===== config.mk =====
export PLATFORM = sky130hd
export DESIGN_NAME = rss_top
export DESIGN_NICKNAME = d
export VERILOG_FILES = /design/src/design/rss_pkg.sv /design/src/design/rss_sync.sv /design/src/design/rss_top.sv
export SDC_FILE = /design/constraint.sdc
export NUM_CORES = 1
export LEC_CHECK = 0
export ABC_AREA = 1
export BUFFER_PORTS_ARGS = -buffer_cell sky130_fd_sc_hd__buf_4
export CAP_MARGIN = 20
export CORE_AREA = 2 2 81 83
export DETAILED_ROUTE_END_ITERATION = 6
export DIE_AREA = 0 0 83 85
export PLACE_DENSITY = 0.8
export SLEW_MARGIN = 5
export SYNTH_ARGS = -nofsm -noshare
export SYNTH_HDL_FRONTEND = slang
export SYNTH_SLANG_ARGS = --single-unit

===== constraint.sdc =====
create_clock -name clk_sys_i -period 6.77 [get_ports clk_sys_i]
set_clock_uncertainty 0.15 [all_clocks]
set_input_delay 0 -clock clk_sys_i [delete_from_list [all_inputs] [get_ports clk_sys_i]]
set_output_delay 0 -clock clk_sys_i [all_outputs]
set_load 0.02 [all_outputs]

===== src/design/rss_pkg.sv =====
package rss_pkg;

  localparam int NPORT = 4;
  localparam int NSTRAP = 10;

  // Strap vector layout
  localparam int PIN_PPC = 0;
  localparam int PIN_OCS = 4;
  localparam int PIN_FDO = 8;
  localparam int PIN_JRST = 9;

  // Settle time per pull phase; least time, so rounded up
  localparam int CLK_NS = 5;
  localparam int SETTLE_NS = 1000;
  localparam int SETTLE_CYC = (SETTLE_NS + CLK_NS - 1) / CLK_NS;
  localparam int CNT_W = 8;
  localparam logic [CNT_W-1:0] SETTLE_LAST = CNT_W'(SETTLE_CYC - 1);
  localparam logic [CNT_W-1:0] CNT_ONE = 8'h01;

  // Register map
  localparam logic [3:0] ADDR_CTRL = 4'h0;
  localparam logic [3:0] ADDR_STAT = 4'h1;
  localparam int BIT_STRAP_EN = 0;
  localparam int BIT_OCS_NO_SW = 1;
  localparam int STAT_PORT_EN = 0;
  localparam int STAT_CHG_EN = 4;
  localparam int STAT_NON_REM = 8;
  localparam int STAT_FAST = 12;
  localparam int STAT_LEGACY = 13;
  localparam int STAT_DONE = 14;
  localparam int STAT_GDIS_N = 15;

  typedef enum logic [1:0] {
    RSS_PH_HI,
    RSS_PH_LO,
    RSS_PH_DONE
  } rss_phase_t;

  typedef struct packed {
    logic ocs_no_sw;
    logic strap_en;
  } rss_ctrl_t;

  localparam rss_ctrl_t CTRL_RST = '{ocs_no_sw: 1'b0, strap_en: 1'b1};

  typedef struct packed {
    logic [NPORT-1:0] port_en;
    logic [NPORT-1:0] chg_en;
    logic [NPORT-1:0] non_rem;
    logic             flash_fast;
    logic             smb_legacy;
    logic             gdis_pu;
  } rss_settings_t;

  typedef struct packed {
    rss_phase_t        phase;
    logic [CNT_W-1:0]  cnt;
    logic [NSTRAP-1:0] samp_hi;
    logic [NSTRAP-1:0] samp_lo;
    logic              done;
    rss_ctrl_t         ctrl;
    rss_settings_t     set;
    logic [31:0]       rdata;
  } rss_state_t;

  localparam rss_state_t STATE_RST = '{
    phase: RSS_PH_HI, cnt: '0, samp_hi: '0, samp_lo: '0, done: 1'b0,
    ctrl: CTRL_RST, set: '0, rdata: 32'h0000_0000};

endpackage


===== src/design/rss_sync.sv =====
`timescale 1ns/1ps
module rss_sync #(
  parameter int WIDTH = 1
) (
  // Clock and reset
  input  wire logic             clk_sys_i,
  input  wire logic             rst_i,
  // Data
  input  wire logic [WIDTH-1:0] d_i,
  output logic      [WIDTH-1:0] q_o
);

  typedef struct packed {
    logic [WIDTH-1:0] meta;
    logic [WIDTH-1:0] q;
  } rss_sync_t;

  rss_sync_t s;
  rss_sync_t next_s;

  // First stage feeds only the second
  always_comb begin
    next_s.meta = d_i;
    next_s.q    = s.meta;
  end

  always_ff @(posedge clk_sys_i or posedge rst_i) begin
    if (rst_i) begin
      s <= '0;
    end else begin
      s <= next_s;
    end
  end

  assign q_o = s.q;

endmodule


===== src/design/rss_top.sv =====
`timescale 1ns/1ps
module rss_top (
  // Clock and reset
  input  wire logic                  clk_sys_i,
  input  wire logic                  rst_i,
  // Strap pins, asynchronous
  input  wire logic [3:0]            port_power_control_i,
  input  wire logic [3:0]            overcurrent_sense_i,
  input  wire logic                  flash_data_out_i,
  input  wire logic                  jtag_reset_i,
  input  wire logic                  charge_port_global_disable_n_i,
  // Strap pull controls
  output logic                       strap_pull_up_o,
  output logic                       strap_pull_down_o,
  // Register port
  input  wire logic [3:0]            addr_i,
  input  wire logic [31:0]           wdata_i,
  input  wire logic                  wr_i,
  input  wire logic                  rd_i,
  output logic      [31:0]           rdata_o,
  // Settings to the hub
  output rss_pkg::rss_settings_t     settings_o,
  output logic                       sample_done_o
);

  logic [rss_pkg::NSTRAP:0] raw;
  logic [rss_pkg::NSTRAP:0] pins;
  logic                     gdis_n;

  rss_pkg::rss_state_t s;
  rss_pkg::rss_state_t next_s;

  assign raw = {charge_port_global_disable_n_i, jtag_reset_i, flash_data_out_i,
                overcurrent_sense_i, port_power_control_i};

  rss_sync #(
    .WIDTH (rss_pkg::NSTRAP + 1)
  ) u_sync (
    .clk_sys_i (clk_sys_i),
    .rst_i     (rst_i),
    .d_i       (raw),
    .q_o       (pins)
  );

  assign gdis_n = pins[rss_pkg::NSTRAP];

  always_comb begin
    logic apply;
    logic is_up;
    logic is_dn;
    apply  = 1'b0;
    is_up  = 1'b0;
    is_dn  = 1'b0;
    next_s = s;
    next_s.rdata = 32'h0000_0000;

    if (wr_i && addr_i == rss_pkg::ADDR_CTRL) begin
      next_s.ctrl.strap_en  = wdata_i[rss_pkg::BIT_STRAP_EN];
      next_s.ctrl.ocs_no_sw = wdata_i[rss_pkg::BIT_OCS_NO_SW];
    end

    // Unmapped addresses read as zero
    if (rd_i) begin
      case (addr_i)
        rss_pkg::ADDR_CTRL: begin
          next_s.rdata[rss_pkg::BIT_STRAP_EN]  = s.ctrl.strap_en;
          next_s.rdata[rss_pkg::BIT_OCS_NO_SW] = s.ctrl.ocs_no_sw;
        end
        rss_pkg::ADDR_STAT: begin
          next_s.rdata[rss_pkg::STAT_PORT_EN +: rss_pkg::NPORT] = s.set.port_en;
          next_s.rdata[rss_pkg::STAT_CHG_EN +: rss_pkg::NPORT]  = s.set.chg_en;
          next_s.rdata[rss_pkg::STAT_NON_REM +: rss_pkg::NPORT] = s.set.non_rem;
          next_s.rdata[rss_pkg::STAT_FAST]   = s.set.flash_fast;
          next_s.rdata[rss_pkg::STAT_LEGACY] = s.set.smb_legacy;
          next_s.rdata[rss_pkg::STAT_DONE]   = s.done;
          next_s.rdata[rss_pkg::STAT_GDIS_N] = gdis_n;
        end
        default: begin
          next_s.rdata = 32'h0000_0000;
        end
      endcase
    end

    // Two pull phases tell floating from driven straps
    // capture at the end of each phase, pull still applied
    case (s.phase)
      rss_pkg::RSS_PH_HI: begin
        if (s.cnt == rss_pkg::SETTLE_LAST) begin
          next_s.samp_hi = pins[rss_pkg::NSTRAP-1:0];
          next_s.cnt     = '0;
          next_s.phase   = rss_pkg::RSS_PH_LO;
        end else begin
          next_s.cnt = s.cnt + rss_pkg::CNT_ONE;
        end
      end
      rss_pkg::RSS_PH_LO: begin
        if (s.cnt == rss_pkg::SETTLE_LAST) begin
          next_s.samp_lo = pins[rss_pkg::NSTRAP-1:0];
          next_s.cnt     = '0;
          next_s.phase   = rss_pkg::RSS_PH_DONE;
          next_s.done    = 1'b1;
        end else begin
          next_s.cnt = s.cnt + rss_pkg::CNT_ONE;
        end
      end
      rss_pkg::RSS_PH_DONE: begin
        next_s.cnt = '0;
      end
      default: begin
        next_s.phase = rss_pkg::RSS_PH_HI;
      end
    endcase

    apply = s.done && s.ctrl.strap_en && !s.ctrl.ocs_no_sw;
    for (int i = 0; i < rss_pkg::NPORT; i++) begin
      is_up = s.samp_hi[rss_pkg::PIN_PPC + i] && s.samp_lo[rss_pkg::PIN_PPC + i];
      is_dn = !s.samp_hi[rss_pkg::PIN_PPC + i] && !s.samp_lo[rss_pkg::PIN_PPC + i];
      next_s.set.port_en[i] = s.done && !(apply && is_dn);
      next_s.set.chg_en[i]  = apply && is_up && gdis_n;
      // pulled down reads low under pull-up
      next_s.set.non_rem[i] = apply && !s.samp_hi[rss_pkg::PIN_OCS + i];
    end
    // pulled up reads high under pull-down
    next_s.set.flash_fast = s.done && s.samp_lo[rss_pkg::PIN_FDO];
    // only a real pull-up wins against pull-down
    next_s.set.smb_legacy = s.done && s.samp_lo[rss_pkg::PIN_JRST];
    next_s.set.gdis_pu    = s.done;
  end

  always_ff @(posedge clk_sys_i or posedge rst_i) begin
    if (rst_i) begin
      s <= rss_pkg::STATE_RST;
    end else begin
      s <= next_s;
    end
  end

  assign strap_pull_up_o   = (s.phase == rss_pkg::RSS_PH_HI);
  assign strap_pull_down_o = (s.phase == rss_pkg::RSS_PH_LO);
  assign rdata_o           = s.rdata;
  assign settings_o        = s.set;
  assign sample_done_o     = s.done;

  logic apply_q;
  assign apply_q = s.done && s.ctrl.strap_en && !s.ctrl.ocs_no_sw;
endmodule


# --- After elaboration in Yosys (flattened, before gate mapping) ---
# Index checks and enable logic that the tools add are counted.
totals:
  reg_bits: 100
  inputBits: 51
  output_inout_bits: 50
  wordCells: 89
op_classes:
  n_addsub: 1
  n_eq_ne: 6
  mux: 8
  bitwise: 1
  n_reduce_logical: 57
op_table:
  columns: ["cell", "n"]
  rows:
  - ["$logic_and 1x1->1", 33]
  - ["$logic_not 1->1", 17]
  - ["$mux 16", 1]
  - ["$pmux 8 s2", 1]
  - ["$mux 14", 1]
  - ["$add 8x1->8 const B", 1]
  - ["$eq 8x8->1 const B", 1]
  - ["$mux 8", 1]
  - ["$pmux 2 s3", 1]
  - ["$eq 4x1->1 const B", 1]
  - ["$logic_not 4->1", 1]
  - ["$mux 2", 2]
  - ["$ne 2x1->1 const B", 2]
  - ["$pmux 2 s2", 1]
  - ["$reduce_and 2->1", 2]
  - ["$reduce_and 3->1", 1]
  - ["$eq 2x1->1 const B", 1]
  - ["$eq 2x2->1 const B", 1]
  - ["$logic_not 2->1", 1]
  - ["$reduce_bool 2->1", 1]
  - ["$reduce_or 2->1", 1]
  - ["$not 1->1", 1]

# --- Longest topological paths before layout ---
logic_depth:
  word_depth: 5
  ltp_mapped: 9
  mapped_depth_nobuf: 8

# --- Hierarchy ---
# From an unflattened synthesis, not the netlist that was laid out.
unflattened:
  hier_cells: 318
  hier_area_um2: 3291.9
modules_own_cells:
  columns: ["module", "instances", "cells_per_inst", "area_per_inst_um2", "seq_area_each_um2"]
  rows:
  - ["rss_top", 1, 295, 2737.6, 1452.6]
  - ["rss_sync", 1, 23, 554.3, 550.5]

# --- Worst setup path after synthesis ---
# No wires, ideal clock.
synth_timing:
  path_kind: "flip-flop to flip-flop"
  start: "register s[70] in the netlist's numbering"
  end: "register s[60] in the netlist's numbering"
  setup_ns: 0.116
  arrival_ns: 1.238
  required_time_ns: 6.504
  path_slack_ns: 5.266
  stages_incl_launch_ff: 7
  n_path_buf: 0
  period_less_slack_ns: 1.504
  cell_sequence: "dfrtp_1 ha_1 inv_1 nor3_4 nand3_4 nand2_1 nand2_1"
synth_between:
  elab_chain_cells: 2
synth_lines:
  columns: ["item", "line_no", "text"]
  rows:
  - ["start, declared", "rss_top.sv:30", "rss_pkg::rss_state_t s;"]
  - ["start signal, assigned", "rss_top.sv:132", "s <= rss_pkg::STATE_RST;"]
  - ["start signal, assigned", "rss_top.sv:134", "s <= next_s;"]
  - ["$eq 8x8->1", "rss_top.sv:88", "if (s.cnt == rss_pkg::SETTLE_LAST) begin"]
  - ["$reduce_and 2->1 (no source line)", null, null]
# Every way passes these cells.
# A chain may end at the register's enable or synchronous reset.

# --- Worst setup path in the final report ---
layout_timing:
  start: "input addr_i[0]"
  end: "register s[47] in the netlist's numbering"
layout_between:
  elab_chain_cells: 2
layout_lines:
  columns: ["item", "line_no", "text"]
  rows:
  - ["start, declared", "rss_top.sv:16", "input wire logic [3:0] addr_i,"]
  - ["$logic_not 4->1", "rss_top.sv:57", "if (wr_i && addr_i == rss_pkg::ADDR_CTRL) begin"]
  - ["$logic_and 1x1->1", "rss_top.sv:57", null]
# Every way passes these cells.

==> metrics.md <==
| Metric | Value |
|---|---|
| First-pass GRT wire length | 8.976 mm |
| Initial antenna violation count | 0 |
| Nets | 433 |
| Met3 GRT Util | 4.961% |
| Total wire length | 5.354 mm |
| Drt pass-1 iters | 5 |
| Fillers | 498 |
| Largest net degree at the start of global routing | 81 |
| Fmax | 482.5 MHz |
| H-tree depth | 3 |
| Layout cells sized above 1 | 22.34% |
| Grt met2 use | 26.54% |
| Main area contributors after synthesis | dfrtp_1, buf_4, nand2_1 |
| Number of I/O port buffers | 54 |
| Status | finished, final reports clean |
| RSZ-0062 raised after global routing | false |
| M1 GR Usage | 20.21% |
| P&R area growth vs syn | 19.88% |
| Post-route clock period utilization | 30.61% |
| Yosys top cell by area | dfrtp_1 |
| Most instantiated library cell after synthesis | nand2_1 |
| Most used cell, CP | dlygate4sd3_1 |
| Synth Register Bits | 80 |
| Area share of the largest cell type after synthesis | 60.28% |
| DR WL/cell | 11.59 µm |
| Min Tclk post-route | 2.072 ns |
| Starting density of the core | 52.85% |
| VDD IR max | 0.1444 mV |
| Fin Hold WS | 0.03782 ns |
| Mean Syn Cell Area | 10.03 µm² |
| CP Capture Type | register |
| Rows | 29 |
| Slowest cell on crit path | dlygate4sd3_1 |
| Worst slew pin tran | 0.9406 ns |
| Max-cap viol count | 0 |
| CTS Sinks | 80 |
| Post-synth top cells | nand2_1, dfrtp_1, buf_4 |
| Number of global-route vias before repair | 1915 |
| Slew margin rel. | 37.29% |
| Pwr Density | 237.9 nW/µm² |
| Distinct cell type count after synthesis | 26 |
| GRT Max-Usage Layer | met2 |
| Post-synthesis sequential area ratio | 61.08% |
| CTS tree | done |
| Post-CTS sizing | 0 |
| Async SR Flop Fraction | 100.0% |
| Clock-pin slew on the worst setup and hold paths | 0.09 ns |
| Clk root buf | clkbuf_8 |
| GRT Overall Usage | 16.19% |
| Synthesis Warnings | 0 |
| Die Width | 83 µm |
| Final setup violation count | 0 |
| Leakage | 2.008 nW |
| Post-route ant nets | 0 |
| CP Data Arrival Time | 2.22 ns |
| Clk_lat worst skew | 0.35 ns |
| Total number of vias | 2079 |
| Die H | 85 µm |
| Ports | 101 |
| Synth Cell Area | 3279 µm² |
| Max Slew Vio Count | 0 |
| Diodes inserted | 0 |
| Fin Setup TNS | 0 ns |
| Primary FF master, synth | dfrtp_1 |
| Critical Path RT | 6.91 ns |
| Gpl congestion | 0.8065 |
| HPWL Detailed | 3.566 mm |
| Critical path's largest stage delay | 0.57 ns |
| Die footprint | 7055 µm² |
| Crit path kind | input pin to register |
| Drt drc | 0 |
| Gate Count Post-Synth | 327 |
| Grt ovf | 0 |
| Final Hold Fails | 0 |
| Max FO, Critical Path | 5 |
| First DRT Iteration DRCs | 170 |
| Clk buf depth | 2 |
| Total CTS buffers | 9 |
| EDFF count, synth | 0 |
| Crit-path cells | dlygate4sd3_1, buf_4, nor2_1, nand3_1, dlygate4sd3_1, nand2_1, dlygate4sd3_1 |
| Core Region | 6205 µm² |
| Via/cell ratio | 4.500 |
| Worst setup SP type | input pin |
| Hold crit path type | input pin to register |
kinds of logic (layout without fill, tap and decap cells):
| family | count (synthesis) | after routing | synth area share, % |
|---|---|---|---|
| other cells | 1 | 16 | 0.1144 |
| flops | 80 | 80 | 61.08 |
| simple gates | 135 | 135 | 18.89 |
| buf+inv | 92 | 135 | 15.95 |
| compound gates | 14 | 14 | 2.404 |
| xor+xnor | 3 | 3 | 0.8014 |
| fa+ha+maj | 2 | 2 | 0.7629 |
per-stage QoR:
| stage | util (%) | worst slack, ns | cells | area, µm² | total power [mW] |
|---|---|---|---|---|---|
| floorplan | - | 4.570 | 342 | 3336 | 0.5256 |
| global placement | 56.16 | 5.109 | 425 | 3485 | 0.5308 |
| detailed placement | 56.16 | 5.066 | 425 | 3485 | 0.5321 |
| CTS | 63.36 | 4.723 | 462 | 3931 | 0.9446 |
| global route | 63.36 | 4.636 | 462 | 3931 | 0.9769 |
| finish | 63.36 | 4.698 | 462 | 3931 | 0.9352 |
path summary, 6_finish.rpt:
path	start	cells past startpoint	end	slack, ns
max reg2reg	s[70]	8	s[76]	5.06
min in group asynchronous	rst_i	4	rdata_o[9]	0.35
max in group asynchronous	rst_i	4	s[70]	5.50
min	addr_i[3]	6	rdata_o[1]	0.04
min reg2reg	u_sync.next_s[10]	0	u_sync.q_o[10]	0.20
max	addr_i[0]	7	s[47]	4.70
cell type report:
cell class / count / area, µm² / share of cell area, %
Clock inverter: 5 / 85.08 / 2.164
Sequential cell: 80 / 2003 / 50.95
Tap cell: 77 / 96.34 / 2.451
Clock buffer: 11 / 151.4 / 3.851
Multi-Input combinational cell: 170 / 809.5 / 20.59
Inverter: 43 / 162.7 / 4.137
Timing Repair Buffer: 76 / 623.1 / 15.85
what timing repair did:
action                                  in CTS  in global routing
hold buffers                                21                  0
setup buffers                                0                  0
hold endpoints to repair                    94                  0
endpoints found under the setup margin       0                  0
metal layers:
layer | up-vias | share of wire (%)
li1 | 1033 | -
met1 | 968 | 43
met2 | 70 | 50
met3 | 8 | 5.4
met4 | 0 | 1.7
met5 | - | 0
power by group:
part           switching (mW)  internal [mW]
Clock                   0.171          0.230
Sequential            0.00408          0.487
Combinational          0.0234         0.0184
registers in the layout (all words and copies together), names as in the netlist:
| signal | flops |
|---|---|
| u_sync.next_s | 11 |
| sample_done_o | 1 |
| settings_o | 15 |
| rdata_o | 16 |
| s | 26 |
| u_sync.q_o | 11 |
cells in the final DEF (no fill, tap or decap), types with 3 or more instances in the layout:
| cell type | Yosys | layout |
|---|---|---|
| nand2_1 | 82 | 82 |
| dfrtp_1 | 79 | 79 |
| buf_4 | 47 | 55 |
| inv_1 | 40 | 39 |
| nor2_1 | 30 | 30 |
| dlygate4sd3_1 | 0 | 21 |
| conb_1 | 1 | 16 |
| clkbuf_8 | 0 | 11 |
| o21ai_0 | 8 | 8 |
| nand3_1 | 8 | 8 |
| a31oi_1 | 4 | 4 |
| nor4_1 | 4 | 4 |
| inv_2 | 3 | 3 |
| nor2_4 | 3 | 3 |
worst max-delay path: cells and delay by family:
family | cells | cell delay (ns)
buf+inv | 4 | 1.80
simple gates | 3 | 0.41
(Power assumes the default switching activity.)
